`src/include/swirq_defines.vh`:
```
// Purpose: Register map and field layout of the switch-input edge selection banks.
// Assumes: 8-bit register address, 24-bit register data.
// Notes:   Each input field holds one 2-bit edge selector per threshold, low pair first.
`ifndef SWIRQ_DEFINES_VH
`define SWIRQ_DEFINES_VH

// ----------------------------------------------------------------------
// Register offsets and reset values
// ----------------------------------------------------------------------
`define SWIRQ_OFS_BANK2      8'h26
`define SWIRQ_OFS_BANK3      8'h27
`define SWIRQ_RST_BANK2      24'h000000
`define SWIRQ_RST_BANK3      24'h000000
`define SWIRQ_RDATA_UNMAPPED 24'h000000

// ----------------------------------------------------------------------
// Field positions (least significant bit of each field)
// ----------------------------------------------------------------------
`define SWIRQ_IN12_LSB       0
`define SWIRQ_IN13_LSB       4
`define SWIRQ_IN14_LSB       8
`define SWIRQ_IN18_LSB       0
`define SWIRQ_IN19_LSB       6
`define SWIRQ_IN20_LSB       12
`define SWIRQ_IN21_LSB       18
`define SWIRQ_TWO_LVL_BITS   12
`define SWIRQ_TWO_LVL_THR    2
`define SWIRQ_THREE_LVL_THR  3

// ----------------------------------------------------------------------
// Edge selector encoding
// ----------------------------------------------------------------------
`define SWIRQ_EDGE_NONE      2'h0
`define SWIRQ_EDGE_RISE      2'h1
`define SWIRQ_EDGE_FALL      2'h2
`define SWIRQ_EDGE_BOTH      2'h3

`endif

```
`src/swirq_sync.v`:
```
// Purpose: Two-stage synchroniser for asynchronous comparator levels.
// Assumes: Inputs are quasi-static levels, not pulses.
// Notes:   First stage feeds only the second stage.
`timescale 1ns/100ps

module swirq_sync #(
	parameter WIDTH = 1
) (
	input  wire             mclk,
	input  wire             rstn,
	input  wire [WIDTH-1:0] async_in,
	output wire [WIDTH-1:0] sync_out
);

	reg [WIDTH-1:0] meta_ff;
	reg [WIDTH-1:0] stable_ff;

	always @(posedge mclk or negedge rstn) begin
		if (!rstn) begin
			meta_ff   <= {WIDTH{1'b0}};
			stable_ff <= {WIDTH{1'b0}};
		end else begin
			meta_ff   <= async_in;
			stable_ff <= meta_ff;
		end
	end

	assign sync_out = stable_ff;

endmodule // swirq_sync

```
`src/swirq_edge_cell.v`:
```
// Purpose: Crossing detector for one input against one threshold.
// Assumes: sample_stb marks a fresh comparator result on level.
// Notes:   The first sample after reset only primes the history.
`timescale 1ns/100ps
`include "swirq_defines.vh"

module swirq_edge_cell (
	input  wire       mclk,
	input  wire       rstn,
	input  wire       sample_stb,
	input  wire       level,
	input  wire [1:0] edge_sel,
	output wire       hit
);

	reg prev_ff;
	reg primed_ff;

	wire rose;
	wire fell;

	// No history yet after reset, so no crossing can be claimed
	always @(posedge mclk or negedge rstn) begin
		if (!rstn) begin
			prev_ff   <= 1'b0;
			primed_ff <= 1'b0;
		end else if (sample_stb) begin
			prev_ff   <= level;
			primed_ff <= 1'b1;
		end
	end

	assign rose = ~prev_ff & level;
	assign fell = prev_ff & ~level;

	// Bit 0 of the selector enables rising, bit 1 falling; 11 gives both
	assign hit = sample_stb & primed_ff &
		((rose & edge_sel[0]) | (fell & edge_sel[1]));

endmodule // swirq_edge_cell

```
`src/swirq_edge_cfg.v`:
```
// Purpose: Edge selection banks and crossing interrupts for switch inputs 12-14 and 18-21.
// Assumes: Comparator levels arrive asynchronously; sample_stb is on mclk.
// Notes:   Bank 2 bits 23-12 are stored and read back but steer nothing here.
//
// What this block does
// - Input 14 bits 9-8 choose none/rise/fall/both against two-level threshold A.
// - Input 14 bits 11-10 choose none/rise/fall/both against two-level threshold B.
// - Input 13 field is bits 7-4: low pair threshold A, high pair B.
// - Input 12 field is bits 3-0; pair value zero disables that threshold.
// - Bank 3 is at offset 27h and resets to zero, all disabled.
// - Input 21 field bits 23-18; lowest pair selects three-level threshold A edges.
// - Input 21 middle pair selects three-level threshold B edges independently.
// - Input 21 top pair selects threshold C edges; 11 means both.
// - Input 20 field bits 17-12; pairs A, B, C from low to high.
// - Input 19 field bits 11-6; pairs for thresholds A, B, C.
// - Input 18 field bits 5-0; same three-pair encoding.
`timescale 1ns/100ps
`include "swirq_defines.vh"

module swirq_edge_cfg (
	input  wire        mclk,
	input  wire        rstn,
	input  wire [7:0]  reg_addr,
	input  wire        reg_wr,
	input  wire [23:0] reg_wdata,
	input  wire        reg_rd,
	output reg  [23:0] reg_rdata_ff,
	output reg         reg_rvalid_ff,
	input  wire        sample_stb,
	input  wire [5:0]  two_lvl_above,
	input  wire [11:0] three_lvl_above,
	output reg  [2:0]  two_lvl_irq_ff,
	output reg  [3:0]  three_lvl_irq_ff,
	output reg         irq_any_ff
);

	// ------------------------------------------------------------------
	// Register storage
	// ------------------------------------------------------------------
	reg  [23:0] bank2_ff;
	reg  [23:0] bank3_ff;
	reg  [23:0] nxt_rdata;
	reg         sample_d1_ff;
	reg         sample_d2_ff;

	wire        wr_bank2;
	wire        wr_bank3;
	wire [5:0]  two_lvl_sync;
	wire [11:0] three_lvl_sync;
	wire [5:0]  two_lvl_hit;
	wire [11:0] three_lvl_hit;
	wire [2:0]  nxt_two_lvl_irq;
	wire [3:0]  nxt_three_lvl_irq;
	wire [3:0]  input12_irq_edges;
	wire [3:0]  input13_irq_edges;
	wire [3:0]  input14_irq_edges;
	wire [5:0]  input18_irq_edges;
	wire [5:0]  input19_irq_edges;
	wire [5:0]  input20_irq_edges;
	wire [5:0]  input21_irq_edges;
	wire [23:0] two_lvl_sel;
	wire [23:0] three_lvl_sel;

	// Pick the 2-bit selector for one threshold out of a bank
	function [1:0] pair_sel;
		input [23:0] bank;
		input integer idx;
		begin
			pair_sel = bank[idx * 2 +: 2];
		end
	endfunction

	assign wr_bank2 = reg_wr & (reg_addr == `SWIRQ_OFS_BANK2);
	assign wr_bank3 = reg_wr & (reg_addr == `SWIRQ_OFS_BANK3);

	always @(posedge mclk or negedge rstn) begin
		if (!rstn) begin
			bank2_ff <= `SWIRQ_RST_BANK2;
			bank3_ff <= `SWIRQ_RST_BANK3;
		end else begin
			if (wr_bank2) begin
				bank2_ff <= reg_wdata;
			end
			if (wr_bank3) begin
				bank3_ff <= reg_wdata;
			end
		end
	end

	// ------------------------------------------------------------------
	// Read port
	// ------------------------------------------------------------------
	// Read samples the stored value before a same-cycle write lands
	always @* begin
		case (reg_addr)
			`SWIRQ_OFS_BANK2: begin
				nxt_rdata = bank2_ff;
			end
			`SWIRQ_OFS_BANK3: begin
				nxt_rdata = bank3_ff;
			end
			default: begin
				nxt_rdata = `SWIRQ_RDATA_UNMAPPED;
			end
		endcase
	end

	always @(posedge mclk or negedge rstn) begin
		if (!rstn) begin
			reg_rdata_ff  <= 24'h000000;
			reg_rvalid_ff <= 1'b0;
		end else begin
			reg_rvalid_ff <= reg_rd;
			if (reg_rd) begin
				reg_rdata_ff <= nxt_rdata;
			end
		end
	end

	// ------------------------------------------------------------------
	// Field decode
	// ------------------------------------------------------------------
	// Bank 2 upper fields belong to inputs outside this block and stay unused
	assign input12_irq_edges = bank2_ff[`SWIRQ_IN12_LSB +: 4];
	assign input13_irq_edges = bank2_ff[`SWIRQ_IN13_LSB +: 4];
	assign input14_irq_edges = bank2_ff[`SWIRQ_IN14_LSB +: 4];
	assign input18_irq_edges = bank3_ff[`SWIRQ_IN18_LSB +: 6];
	assign input19_irq_edges = bank3_ff[`SWIRQ_IN19_LSB +: 6];
	assign input20_irq_edges = bank3_ff[`SWIRQ_IN20_LSB +: 6];
	assign input21_irq_edges = bank3_ff[`SWIRQ_IN21_LSB +: 6];

	// Pair k of these vectors is the selector for level bit k
	assign two_lvl_sel   = {12'h000, input14_irq_edges,
		input13_irq_edges, input12_irq_edges};
	assign three_lvl_sel = {input21_irq_edges, input20_irq_edges,
		input19_irq_edges, input18_irq_edges};

	// ------------------------------------------------------------------
	// Comparator level synchronisation
	// ------------------------------------------------------------------
	swirq_sync #(
		.WIDTH(6)
	) u_sync_two (
		.mclk     (mclk),
		.rstn     (rstn),
		.async_in (two_lvl_above),
		.sync_out (two_lvl_sync)
	);

	swirq_sync #(
		.WIDTH(12)
	) u_sync_three (
		.mclk     (mclk),
		.rstn     (rstn),
		.async_in (three_lvl_above),
		.sync_out (three_lvl_sync)
	);

	// The strobe is delayed to line up with the two-stage level path
	always @(posedge mclk or negedge rstn) begin
		if (!rstn) begin
			sample_d1_ff <= 1'b0;
			sample_d2_ff <= 1'b0;
		end else begin
			sample_d1_ff <= sample_stb;
			sample_d2_ff <= sample_d1_ff;
		end
	end

	// ------------------------------------------------------------------
	// Crossing detectors
	// ------------------------------------------------------------------
	// Two-level inputs 12,13,14: pair k of bank 2 low bits, A then B
	genvar gi;
	generate
		for (gi = 0; gi < 6; gi = gi + 1) begin : g_two
			swirq_edge_cell u_cell (
				.mclk       (mclk),
				.rstn       (rstn),
				.sample_stb (sample_d2_ff),
				.level      (two_lvl_sync[gi]),
				.edge_sel   (pair_sel(two_lvl_sel, gi)),
				.hit        (two_lvl_hit[gi])
			);
		end
		// Three-level inputs 18..21: pair k of bank 3, A, B, C per input
		for (gi = 0; gi < 12; gi = gi + 1) begin : g_three
			swirq_edge_cell u_cell (
				.mclk       (mclk),
				.rstn       (rstn),
				.sample_stb (sample_d2_ff),
				.level      (three_lvl_sync[gi]),
				.edge_sel   (pair_sel(three_lvl_sel, gi)),
				.hit        (three_lvl_hit[gi])
			);
		end
		for (gi = 0; gi < 3; gi = gi + 1) begin : g_two_or
			assign nxt_two_lvl_irq[gi] = |two_lvl_hit[gi * 2 +: 2];
		end
		for (gi = 0; gi < 4; gi = gi + 1) begin : g_three_or
			assign nxt_three_lvl_irq[gi] = |three_lvl_hit[gi * 3 +: 3];
		end
	endgenerate

	// ------------------------------------------------------------------
	// Interrupt outputs
	// ------------------------------------------------------------------
	always @(posedge mclk or negedge rstn) begin
		if (!rstn) begin
			two_lvl_irq_ff   <= 3'h0;
			three_lvl_irq_ff <= 4'h0;
			irq_any_ff       <= 1'b0;
		end else begin
			two_lvl_irq_ff   <= nxt_two_lvl_irq;
			three_lvl_irq_ff <= nxt_three_lvl_irq;
			irq_any_ff       <= (|nxt_two_lvl_irq) | (|nxt_three_lvl_irq);
		end
	end

endmodule // swirq_edge_cfg

```
`config.mk`:
```
export PLATFORM = sky130hd
export DESIGN_NAME = swirq_edge_cfg
export DESIGN_NICKNAME = d
export VERILOG_FILES = /design/src/swirq_sync.v /design/src/swirq_edge_cell.v /design/src/swirq_edge_cfg.v
export VERILOG_INCLUDE_DIRS = /design/src /design/src/include
export SDC_FILE = /design/constraint.sdc
export NUM_CORES = 1
export LEC_CHECK = 0
export ABC_AREA = 0
export BUFFER_PORTS_ARGS = -buffer_cell sky130_fd_sc_hd__buf_2
export CAP_MARGIN = 20
export CORE_MARGIN = 2
export CORE_UTILIZATION = 40
export CTS_CLUSTER_DIAMETER = 50
export CTS_CLUSTER_SIZE = 16
export DETAILED_ROUTE_END_ITERATION = 8
export GPL_TIMING_DRIVEN = 0
export SETUP_SLACK_MARGIN = 0.4
export SLEW_MARGIN = 20
export SYNTH_ARGS = -nofsm -noshare
export SYNTH_HDL_FRONTEND = slang
export SYNTH_SLANG_ARGS = --single-unit
```
`constraint.sdc`:
```
create_clock -name mclk -period 2.62 [get_ports mclk]
set_clock_uncertainty 0.15 [all_clocks]
set_input_delay 0.524 -clock mclk [delete_from_list [all_inputs] [get_ports mclk]]
set_output_delay 0.524 -clock mclk [all_outputs]
set_load 0.01 [all_outputs]
```
==> summary.txt, run 1 <==
Critical path
  • Critical path's slowest cell: nor3_2
  • Setup crit start kind: input port
  • Crit Path Max Fanout: 10
  • Setup CP Type: input port to flop
  • RR Startpoint: u_sync_three.sync_out[7]
  • Crit path required time: roughly 2.8 ns
  • CP arrival: about 2.1 ns
  • CP max stage delay: ~0.4 ns
  • Cell Chain, Critical Path: buf_2 > and4bb_1 > nand3b_2 > nor3_2 > buf_2 > a22oi_1 > a21oi_1
  • Worst Setup SP: reg_addr[6]
  • Crit path capture type: flop
  • Crit-path most repeated cell: buf_2

STA
  • Setup violations, final: 0
  • Fin. max-slew vios: 0
  • Crit share post-route: 0.731
  • Setup TNS Final: 0 ns
  • RSZ-0062 raised after global routing: no
  • Fmax: 522 MHz
  • Crit path time final: 1.92 ns
  • Final Hold Viols: 0
  • Slew headroom: 0.492
  • Slew at the pin closest to its max-slew limit: 0.762 ns

Floorplan
  • Core ar.: 12700 um^2
  • Initial cell density of the core: 0.412
  • Full die area: 14000 um^2
  • DIE WIDTH: 118 um
  • Io pins: 88
  • Num rows: between 40 and 50
  • Chip Height: 118 um

Logic synthesis
  • Async set-reset flop share out of synthesis: 1.00
  • Ys Warns: 0
  • Mean area per synthesized cell: roughly 14 um^2
  • Syn_nets: 428
  • Netlist Area Pre-Place: ~5200 um^2
  • Top cells by count, synth: dfrtp_1 (138), mux2_2 (45), nor2_1 (33)
  • Synth area leader: dfrtp_1
  • Synthesized netlist cell count: 373
  • Share of the yosys chip area belonging to registers: 0.659
  • Distinct cells, synth: 26
  • Synth top area share: 0.659
  • Synth Flop Type: dfrtp_1
  • Seq cells post-synth: between 100 and 150
  • Count leader, synth: dfrtp_1
  • Post-synth EDFFs: 0
  • Synth area leaders: dfrtp_1 (66%), mux2_2 (9.7%), mux2_4 (5.7%), a22oi_1 (3.4%), a21oi_1 (2.6%)

Layout
  • Fillers: approximately 1.2k
  • FF+latch area: 3450 um^2
  • Layout Nets: ~540
  • Layout cell share with drive strength beyond 1: 0.405
  • ANT cells: 0
  • Multi-input gate area: 1650 um^2
  • Synthesis-to-layout area growth: 24.1%
  • Core Util, Final: 0.511
  • Finished Layout Cells: 666

CTS
  • TritonCTS clock tree: done
  • CTS clk-pin slew, worst paths: 0.06 ns
  • Max clock buf depth: 2
  • Clock root buffer: clkbuf_16
  • Clock Latency Late Sink: 0.42 ns
  • CTS H-tree lvls: 4
  • Clock sink count: 138
  • CTS buffer count: 17
  • Setup repair bufs after CTS: 0

Route
  • Vias per cell: 4.86
  • First DRT Iteration DRCs: 230
  • DRT Wirelength: 11.0 mm
  • DR vias: 3239
  • Routed WL per cell: roughly 16 um
  • DRT antenna net count: 0
  • Initial DRT Pass Iterations: 4
  • Remaining DRCs: 0

Global route
  • First-pass GRT wire length: 17.9 mm
  • Overall Global Routing Usage: 0.169
  • Vias in the first global route: 3397
  • GRT overflow: 0
  • Initial antenna violation count: 0
  • Largest net degree at the start of global routing: 99

Placement
  • Buffers on Ports: 87
  • DP Cell Count: around 630
  • Detailed Place HPWL: 7.38 mm
  • GPL Wtd Cong: between 0.7 and 0.8

Power
  • Max VDD drop: 0.342 mV
  • Cell Pwr Density: 752 nW/um^2
  • LEAKAGE: 3.04 nW

Job
  • Max Cap Viol: 0

Outcome
  • Outcome: completed

Min path
  • Hold_sp: three_lvl_above[11]
  • Hold Crit Class: input port to flop
==> worst paths after layout <==
path | slack (ns) | cells after the start | end
worst max-delay path | 0.70 | 7 | reg_rdata_ff[6]
worst min-delay path | 0.06 | 1 | u_sync_three.meta_ff[11]
worst max register to register | 0.74 | 5 | irq_any_ff
worst min register to register | 0.19 | 0 | u_sync_three.sync_out[3]
max in group asynchronous | 1.13 | 3 | u_sync_three.sync_out[6]
min in group asynchronous | 0.43 | 2 | u_sync_three.sync_out[1]
==> stage by stage <==
stage	area, um^2	hold slack, ns	setup slack (ns)	power (W)
after floorplan	5240	0.0784	0.538	0.00250
after global placement	5890	0.183	-0.963	0.00267
after detailed placement	5920	0.186	0.284	0.00269
after CTS	6500	0.0402	0.693	0.00495
after global routing	6500	0.0336	0.599	0.00507
final	6500	0.0558	0.704	0.00489
==> worst max-delay path: cells and delay by family <==
kind / cells / cell delay (ns)
AO/OA/AOI/OAI: 2 / 0.33
buffers and inverters: 2 / 0.45
AND/OR/NAND/NOR: 3 / 0.79
==> layout make-up <==
| class | count | share of cell area |
|---|---|---|
| Sequential cell | 138 | 0.531 |
| Multi-Input combinational cell | 218 | 0.254 |
| Timing Repair Buffer | 89 | 0.0743 |
| Clock buffer | 20 | 0.0718 |
| Tap cell | 172 | 0.0331 |
| Buffer | 16 | 0.0192 |
| Clock inverter | 12 | 0.0152 |
| Inverter | 1 | 0.000577 |
==> flip-flops by register name, indices dropped and copies added (netlist names) <==
register and count:
sample_d1_ff 1, two_lvl_irq_ff 3, u_sync_two.sync_out 6, three_lvl_irq_ff 4, u_sync_two.meta_ff 6, g_three.u_cell.primed_ff 1, u_sync_three.sync_out 12, g_three.u_cell.prev_ff 12
bank2_ff 24, reg_rvalid_ff 1, irq_any_ff 1, bank3_ff 24, u_sync_three.meta_ff 12, g_two.u_cell.prev_ff 6, sample_d2_ff 1, reg_rdata_ff 24
==> layer usage <==
metal	wire, um	track usage	vias to the layer above	part of all wire
met5	0	0	-	0
met4	175	0.0655	0	0.016
met3	463	0.0555	16	0.042
met2	5360	0.262	78	0.49
met1	4980	0.220	1611	0.45
li1	-	-	1534	-
==> placed cells by master, fill, tap and decap left out, drive strengths merged <==
master / Yosys / routed
dfrtp: 138 / 138
buf: 9 / 97
mux2: 65 / 65
nor2: 33 / 33
a21oi: 27 / 27
clkbuf: 7 / 27
a22oi: 24 / 24
nand2: 21 / 21
nand3b: 18 / 18
o21ai: 16 / 16
clkinv: 0 / 7
nor3: 5 / 5
clkinvlp: 0 / 4
a31oi: 2 / 2
nor3b: 2 / 2
o22ai: 1 / 1
inv: 1 / 1
or4: 1 / 1
and4bb: 1 / 1
and2b: 1 / 1
or2: 1 / 1
bufinv: 0 / 1
dlygate4sd3: 0 / 1
==> report_power, final <==
| part | leakage [nW] | internal (W) | switching (W) |
|---|---|---|---|
| combinational | 1.02 | 0.000150 | 0.000161 |
| clock | 0.273 | 0.00137 | 0.000877 |
| sequential | 1.75 | 0.00226 | 0.0000759 |
| total | 3.04 | 0.00378 | 0.00111 |
==> logic make-up (layout without fill, tap and decap cells) <==
| group | after synthesis | after routing | share of synthesized area |
|---|---|---|---|
| AND/OR/NAND/NOR | 83 | 83 | 0.0827 |
| flip-flops | 138 | 138 | 0.659 |
| buffers and inverters | 17 | 138 | 0.0246 |
| multiplexers | 65 | 65 | 0.154 |
| AO/OA/AOI/OAI | 70 | 70 | 0.0791 |
==> what timing repair did <==
| item | CTS | global route |
|---|---|---|
| endpoints found under the setup margin | 0 | 0 |
| gates resized for setup | 0 | 0 |
| hold buffers | 1 | 0 |
| endpoints found under the hold margin | 40 | 0 |
(Power assumes the default switching activity.)
==> run 2, diff against run 1 <==
--- a/config.mk
+++ b/config.mk
@@ -6,7 +6,7 @@
 export SDC_FILE = /design/constraint.sdc
 export NUM_CORES = 1
 export LEC_CHECK = 0
-export ABC_AREA = 0
+export ABC_AREA = 1
 export BUFFER_PORTS_ARGS = -buffer_cell sky130_fd_sc_hd__buf_2
 export CAP_MARGIN = 20
 export CORE_MARGIN = 2
==> constraint.sdc (replaced) <==
create_clock -name mclk -period 1.8 [get_ports mclk]
set_clock_uncertainty 0.15 [all_clocks]
set_input_delay 0.36 -clock mclk [delete_from_list [all_inputs] [get_ports mclk]]
set_output_delay 0.36 -clock mclk [all_outputs]
set_load 0.01 [all_outputs]
==> summary.txt, run 2 <==
Route
  • Initial DRT Pass Iterations: 7 (was 4)
  • Routed WL per cell: 14.1 um (was 16.5 um)
  • Remaining DRCs: 0 (unchanged)
  • DRT Wirelength: 13.3 mm (was 11.0 mm)
  • DR vias: 4429 (was 3239)
  • Vias per cell: 4.69 (was 4.86)
  • First DRT Iteration DRCs: 300 (was 230)
  • DRT antenna net count: 0 (unchanged)

Logic synthesis
  • Share of the yosys chip area belonging to registers: 0.628 (was 0.659)
  • Async set-reset flop share out of synthesis: 1.00 (unchanged)
  • Post-synth EDFFs: 0 (unchanged)
  • Synth Flop Type: dfrtp_1 (unchanged)
  • Synthesized netlist cell count: 599 (was 373)
  • Top cells by count, synth: nand2_1 (256), dfrtp_1 (138), inv_1 (57) (was dfrtp_1 (138), mux2_2 (45), nor2_1 (33))
  • Synth area leader: dfrtp_1 (unchanged)
  • Synth top area share: 0.628 (was 0.659)
  • Mean area per synthesized cell: 9.18 um^2 (was 14.0 um^2)
  • Synth area leaders: dfrtp_1 (63%), nand2_1 (17%), inv_1 (3.9%), o21ai_2 (2.9%), o21ai_0 (2.7%) (was dfrtp_1 (66%), mux2_2 (9.7%), mux2_4 (5.7%), a22oi_1 (3.4%), a21oi_1 (2.6%))
  • Syn_nets: 654 (was 428)
  • Ys Warns: 0 (unchanged)
  • Count leader, synth: nand2_1 (was dfrtp_1)
  • Seq cells post-synth: 138 (unchanged)
  • Distinct cells, synth: 18 (was 26)
  • Netlist Area Pre-Place: 5500 um^2 (was 5240 um^2)

Global route
  • GRT busiest layer: met2 (unchanged)
  • Met1 Usage GRT: 0.261 (was 0.220)
  • Initial antenna violation count: 0 (unchanged)
  • Vias in the first global route: 4410 (was 3397)
  • First-pass GRT wire length: 21.5 mm (was 17.9 mm)
  • Met2 global-route usage: 0.301 (was 0.262)
  • GRT overflow: 0 (unchanged)
  • Largest net degree at the start of global routing: 102 (was 99)
  • Met3 usage in global routing: 0.0451 (was 0.0555)
  • Overall Global Routing Usage: 0.194 (was 0.169)

CTS
  • Clock root buffer: clkbuf_16 (unchanged)
  • CTS clk-pin slew, worst paths: 0.06 ns (about the same)
  • CTS H-tree lvls: 4 (unchanged)
  • Clock Latency Late Sink: 0.42 ns (about the same)
  • CTS buffer count: 17 (unchanged)
  • Clock sink count: 138 (unchanged)
  • TritonCTS clock tree: done (unchanged)
  • Max clock buf depth: 2 (unchanged)

Critical path
  • Crit path required time: 1.29 ns (was 2.80 ns)
  • Setup crit start kind: flop (was input port)
  • Setup CP Type: flop to primary output (was input port to flop)
  • Critical path's slowest cell: dfrtp_1 (was nor3_2)
  • CP max stage delay: 0.40 ns (about the same)
  • Crit Path Max Fanout: 2 (was 10)
  • CP bufs+invs: 1 (was 2)
  • Cell Chain, Critical Path: buf_2 (was buf_2 > and4bb_1 > nand3b_2 > nor3_2 > buf_2 > a22oi_1 > a21oi_1)
  • Worst Setup SP: reg_rdata_ff[2] (was reg_addr[6])
  • Worst path top cell family by delay: flip-flops (was simple AND/OR/NAND/NOR gates)
  • CP arrival: 0.96 ns (was 2.10 ns)
  • RR Startpoint: sample_d2_ff (was u_sync_three.sync_out[7])
  • Crit path capture type: primary output (was flop)

Placement
  • GPL Wtd Cong: 0.830 (was 0.751)
  • DP Cell Count: 863 (was 633)
  • Buffers on Ports: 87 (unchanged)
  • Placed cell area: 6220 um^2 (was 5920 um^2)
  • Detailed Place HPWL: 8.57 mm (was 7.38 mm)

STA
  • Slew headroom: 0.594 (was 0.492)
  • Setup violations, final: 0 (unchanged)
  • RSZ-0062 raised after global routing: yes (was no)
  • Fin. max-slew vios: 0 (unchanged)
  • Crit share post-route: 0.817
  • Slew at the pin closest to its max-slew limit: 0.609 ns (was 0.762 ns)
  • Crit path time final: 1.47 ns
  • Final Hold Viols: 0 (unchanged)
  • Fmax: 680 MHz
  • Hold slack final: 0.0562 ns (was 0.0558 ns)

Layout
  • Fillers: 1203 (was 1160)
  • Finished Layout Cells: 945 (was 666)
  • Layout Nets: 811 (was 536)
  • Most frequent cells in the layout: nand2_1 (246), dfrtp_1 (138), buf_2 (88), inv_1 (54), o21ai_0 (28) (was dfrtp_1 (138), buf_2 (88), mux2_2 (45), nor2_1 (33), a21oi_1 (27))
  • Largest registers: bank2_ff x24, bank3_ff x24, reg_rdata_ff x24 (unchanged)
  • Design Area, Final: 7360 um^2 (was 6500 um^2)
  • Synthesis-to-layout area growth: 33.8% (was 24.1%)
  • Core Util, Final: 0.552 (was 0.511)
  • Multi-input gate area: 1730 um^2 (was 1650 um^2)
  • Most common cell after layout, fill and taps aside: nand2_1 (was dfrtp_1)
  • ANT cells: 0 (unchanged)
  • FF+latch area: 3450 um^2 (unchanged)
  • Layout cell share with drive strength beyond 1: 0.290 (was 0.405)

Floorplan
  • Initial cell density of the core: 0.412 (about the same)
  • Num rows: 42 (was 41)
  • Io pins: 88 (unchanged)
  • Full die area: 14700 um^2 (was 14000 um^2)
  • Chip Height: 121 um (was 118 um)
  • DIE WIDTH: 121 um (was 118 um)
  • Core ar.: 13300 um^2 (was 12700 um^2)

Outcome
  • Outcome: completed (unchanged)

Power
  • Cell Pwr Density: 987 nW/um^2 (was 752 nW/um^2)
  • Max VDD drop: 0.617 mV (was 0.342 mV)
  • LEAKAGE: 4.01 nW (was 3.04 nW)

Job
  • Max Cap Viol: 0 (unchanged)

Min path
  • Hold_sp: reg_wdata[6] (was three_lvl_above[11])
  • Hold Crit Class: input port to flop (unchanged)
## run 2: changes by cell type after synthesis, sizes merged, moves of 21 or more
cell	previous run	this run
nor2	33	6
mux2	65	0
inv	1	57
nand2	21	268
a22oi	24	0
a21oi	27	2
o21ai	16	74
nand3	0	21
## run 2: metrics by stage
step           TNS [ns]  worst slack (ns)  total power, W
2_1_floorplan         0             0.351         0.00356
3_5_place_dp      -1.03            -0.122         0.00379
6_report              0             0.329         0.00727
5_1_grt               0             0.305         0.00757
4_1_cts               0             0.310         0.00732
3_3_place_gp    -228.82             -1.66         0.00376
## run 2: logic make-up after synthesis
logic type	Yosys count	share of synthesized area
AO/OA/AOI/OAI	76	0.0814
buffers and inverters	83	0.0698
flip-flops	138	0.628
AND/OR/NAND/NOR	302	0.221
## run 2: power by group
| part | switching [W] | total, W | internal [W] | leakage, nW |
|---|---|---|---|---|
| Sequential | 0.0000868 | 0.00333 | 0.00325 | 1.79 |
| Combinational | 0.000271 | 0.000467 | 0.000196 | 1.93 |
| Clock | 0.00128 | 0.00347 | 0.00219 | 0.295 |
| Total | 0.00163 | 0.00727 | 0.00563 | 4.01 |
## run 2: final cells by class
| type | instances | share of cell area |
|---|---|---|
| buffer | 26 | 0.0275 |
| clock buffer | 18 | 0.0597 |
| clock inverter | 14 | 0.0209 |
| inverter | 57 | 0.0304 |
| multi-input combinational | 378 | 0.235 |
| sequential | 138 | 0.469 |
| tap | 176 | 0.0299 |
| timing repair buffer | 138 | 0.127 |
## run 2: timing repair
action	in CTS	in global routing
buffers inserted	17	10
endpoints found under the hold margin	57	0
hold buffers	21	0
endpoints found under the setup margin	67	166
gates resized for setup	13	28
gates cloned	1	1
pin swaps	2	9
## run 2: worst paths after layout
path	end	slack (ns)	cells past startpoint
min reg2reg	u_sync_three.sync_out[6]	0.19	0
min in group asynchronous	two_lvl_irq_ff[1]	0.26	2
min	bank2_ff[6]	0.06	3
max	reg_rdata_ff[2]	0.33	1
max reg2reg	irq_any_ff	0.39	8
max in group asynchronous	u_sync_two.sync_out[2]	0.65	3
## run 2: per-layer routing
| metal | routed length, um | up-vias |
|---|---|---|
| li1 | - | 2162 |
| met1 | 6020 | 2107 |
| met2 | 6230 | 132 |
| met3 | 721 | 28 |
| met4 | 333 | 0 |
| met5 | 0 | - |
==> run 3, diff against run 2 <==
--- a/config.mk
+++ b/config.mk
@@ -6,7 +6,7 @@
 export SDC_FILE = /design/constraint.sdc
 export NUM_CORES = 1
 export LEC_CHECK = 0
-export ABC_AREA = 1
+export ABC_AREA = 0
 export BUFFER_PORTS_ARGS = -buffer_cell sky130_fd_sc_hd__buf_2
 export CAP_MARGIN = 20
 export CORE_MARGIN = 2
==> constraint.sdc (replaced) <==
create_clock -name mclk -period 1.18 [get_ports mclk]
set_clock_uncertainty 0.15 [all_clocks]
set_input_delay 0.236 -clock mclk [delete_from_list [all_inputs] [get_ports mclk]]
set_output_delay 0.236 -clock mclk [all_outputs]
set_load 0.01 [all_outputs]
==> summary.txt, run 3 (synthesis gave the netlist of run 1 again) <==
Outcome
  • Outcome: finished, violations left (was completed)
  • Failing checks: negative hold slack, negative setup slack

STA
  • Setup TNS Final: -34.17 ns (was 0 ns)
  • Crit share post-route: 1.46
  • RSZ-0062 raised after global routing: yes (unchanged)
  • Worst setup margin: -0.543 ns (was 0.329 ns)
  • Crit path time final: ~1.7 ns
  • Slew at the pin closest to its max-slew limit: 0.617 ns (was 0.609 ns)
  • Final Hold Viols: 145 (was 0)
  • Fmax: 580 MHz
  • Hold slack final: -0.408 ns (was 0.0562 ns)
  • Setup violations, final: 126 (was 0)
  • Fin. max-slew vios: 0 (unchanged)
  • Slew headroom: 0.588 (was 0.594)

Critical path
  • Worst R2R Setup Slack: -0.54 ns (was 0.39 ns)
  • Worst Setup SP: g_three[9].u_cell.prev_ff (was reg_rdata_ff[2])
  • Setup CP Type: flop to flop (was flop to primary output)
  • RR Startpoint: g_three[9].u_cell.prev_ff (was sample_d2_ff)
  • CP arrival: 1.86 ns (was 0.96 ns)
  • Setup crit end: irq_any_ff (was reg_rdata_ff[2])
  • Crit Path Max Fanout: 3 (was 2)
  • Setup crit start kind: flop (unchanged)
  • Crit path capture type: flop (was primary output)
  • Crit path required time: 1.32 ns (was 1.29 ns)
  • R2R Path End: irq_any_ff (unchanged)
  • Worst reg-to-reg path cell count: 5 (was 8)

Floorplan
  • DIE WIDTH: 118 um (was 121 um)
  • Io pins: 88 (unchanged)
  • Core ar.: 12700 um^2 (was 13300 um^2)
  • Initial cell density of the core: 0.412 (about the same)
  • Full die area: 14000 um^2 (was 14700 um^2)
  • Num rows: 41 (was 42)
  • Chip Height: 118 um (was 121 um)

Power
  • Combinational Power Share: 0.088 (was 0.064)
  • Cell Pwr Density: 1470 nW/um^2 (was 987 nW/um^2)
  • Switching Share: 0.221 (was 0.225)
  • Clock share of power: 0.459 (was 0.477)
  • Max VDD drop: 0.809 mV (was 0.617 mV)
  • Switching power: 0.00254 W (was 0.00163 W)
  • Seq pwr share: 0.453 (was 0.459)
  • P_int: 0.00896 W (was 0.00563 W)
  • LEAKAGE: 3.71 nW (was 4.01 nW)
  • Total power: 0.0115 W (was 0.00727 W)

Global route
  • Met1 Usage GRT: 0.255 (was 0.261)
  • GRT busiest layer: met2 (unchanged)
  • Largest net degree at the start of global routing: 83 (was 102)
  • First-pass GRT wire length: 19.8 mm (was 21.5 mm)
  • Met2 global-route usage: 0.283 (was 0.301)
  • Initial antenna violation count: 1 (was 0)
  • Met3 usage in global routing: 0.0536 (was 0.0451)
  • Overall Global Routing Usage: 0.188 (was 0.194)
  • GRT overflow: 0 (unchanged)
  • Vias in the first global route: 3653 (was 4410)

CTS
  • Hold-fix buffers, CTS: 20 (was 21)
  • Clock Latency Late Sink: 0.42 ns (about the same)
  • CTS clk-pin slew, worst paths: 0.06 ns (about the same)
  • CTS buffer count: 17 (unchanged)
  • Clock sink count: 138 (unchanged)
  • Max clock buf depth: 2 (unchanged)
  • CTS H-tree lvls: 4 (unchanged)
  • TritonCTS clock tree: done (unchanged)
  • Clock root buffer: clkbuf_16 (unchanged)

Layout
  • Largest registers: bank2_ff x24, bank3_ff x24, reg_rdata_ff x24 (unchanged)
  • Layout cell share with drive strength beyond 1: 0.542 (was 0.290)
  • Synthesis-to-layout area growth: 49.2% (was 33.8%)
  • Layout Nets: 618 (was 811)
  • Most frequent cells in the layout: dfrtp_1 (137), buf_2 (83), mux2_4 (41), buf_4 (41), nor2_1 (30) (was nand2_1 (246), dfrtp_1 (138), buf_2 (88), inv_1 (54), o21ai_0 (28))
  • Most common cell after layout, fill and taps aside: dfrtp_1 (was nand2_1)
  • Finished Layout Cells: 749 (was 945)

Route
  • DRT Wirelength: 12.9 mm (was 13.3 mm)
  • Remaining DRCs: 0 (unchanged)
  • Initial DRT Pass Iterations: 6 (was 7)
  • First DRT Iteration DRCs: 228 (was 300)
  • Routed WL per cell: 17.2 um (was 14.1 um)
  • Vias per cell: 4.87 (was 4.69)
  • DR vias: 3651 (was 4429)
  • DRT antenna net count: 0 (unchanged)

Placement
  • Detailed Place HPWL: 7.40 mm (was 8.57 mm)
  • Buffers on Ports: 87 (unchanged)
  • Setup WS pre-CTS: -0.841 ns (was -0.122 ns)
  • DP Cell Count: 633 (was 863)
  • GPL Wtd Cong: 0.762 (was 0.830)

Job
  • Max Cap Viol: 0 (unchanged)

Min path
  • Hold Crit Class: input port to asynchronous set/reset pin (was input port to flop)
run 3: cell types whose count changed in the layout (fill, tap and decap cells not counted), sizes merged, moves of 3 or more:
cell	change
a21oi	+25
mux2	+65
nor2	+27
inv	-56
o21ai	-58
nor3	+3
clkinv	-3
a22oi	+24
buf	+28
nand2	-247
nand3	-21
nand3b	+17
run 3: metrics by stage:
stage	hold slack, ns	cell area (um^2)	util
finish	-0.408	7810	0.614
global placement	0.182	5980	0.470
CTS	-0.407	7350	0.577
global route	-0.376	7810	0.614
detailed placement	0.0441	6010	0.473
floorplan	-0.210	5330	-
run 3: layer usage:
metal | part of all wire | vias to the layer above
met3 | 0.040 | 14
met2 | 0.48 | 80
met4 | 0.014 | 0
li1 | - | 1700
met5 | 0 | -
met1 | 0.46 | 1857
run 3: repair_timing:
item	4_1_cts	5_1_grt
buffers inserted	28	27
endpoints found under the setup margin	132	134
cloned	6	2
hold endpoints to repair	124	104
gates resized for setup	59	54
pin swaps	40	13
run 3: cell type report:
cell class / instances / area [um^2]
fillers: 1004 / 4910
flip-flops and latches: 138 / 3450
multi-input cells: 218 / 1990
repair buffers: 171 / 1350
clock buffers: 24 / 502
well taps: 172 / 215
plain buffers: 16 / 209
clock inverters: 8 / 90.1
inverters: 1 / 3.75
diodes: 1 / 2.50
run 3: critical path, cell delays in order (launching register included):
cell,delay (ns)
dfrtp_1,0.38
nand3b_1,0.13
o21ai_2,0.08
nor3_4,0.26
a21oi_2,0.10
or4_1,0.49
run 3: how the worst min path moves through the flow:
stage,start,end,slack [ns]
after global placement,u_sync_three.meta_ff[5],u_sync_three.sync_out[5],0.18
after CTS,rstn,u_sync_three.sync_out[3],-0.41
after floorplan,rstn,bank2_ff[0],-0.21
after detailed placement,rstn,u_sync_three.meta_ff[8],0.04
final,rstn,u_sync_three.meta_ff[8],-0.41
after global routing,rstn,bank3_ff[17],-0.38
run 3: power groups by stage:
stage                     combinational [W]  sequential, W  clock (W)
after floorplan                    0.000345        0.00527          0
after global placement             0.000714        0.00527          0
after detailed placement           0.000744        0.00528          0
after CTS                          0.000894        0.00520    0.00538
after global routing                0.00110        0.00524    0.00560
final                               0.00101        0.00521    0.00527
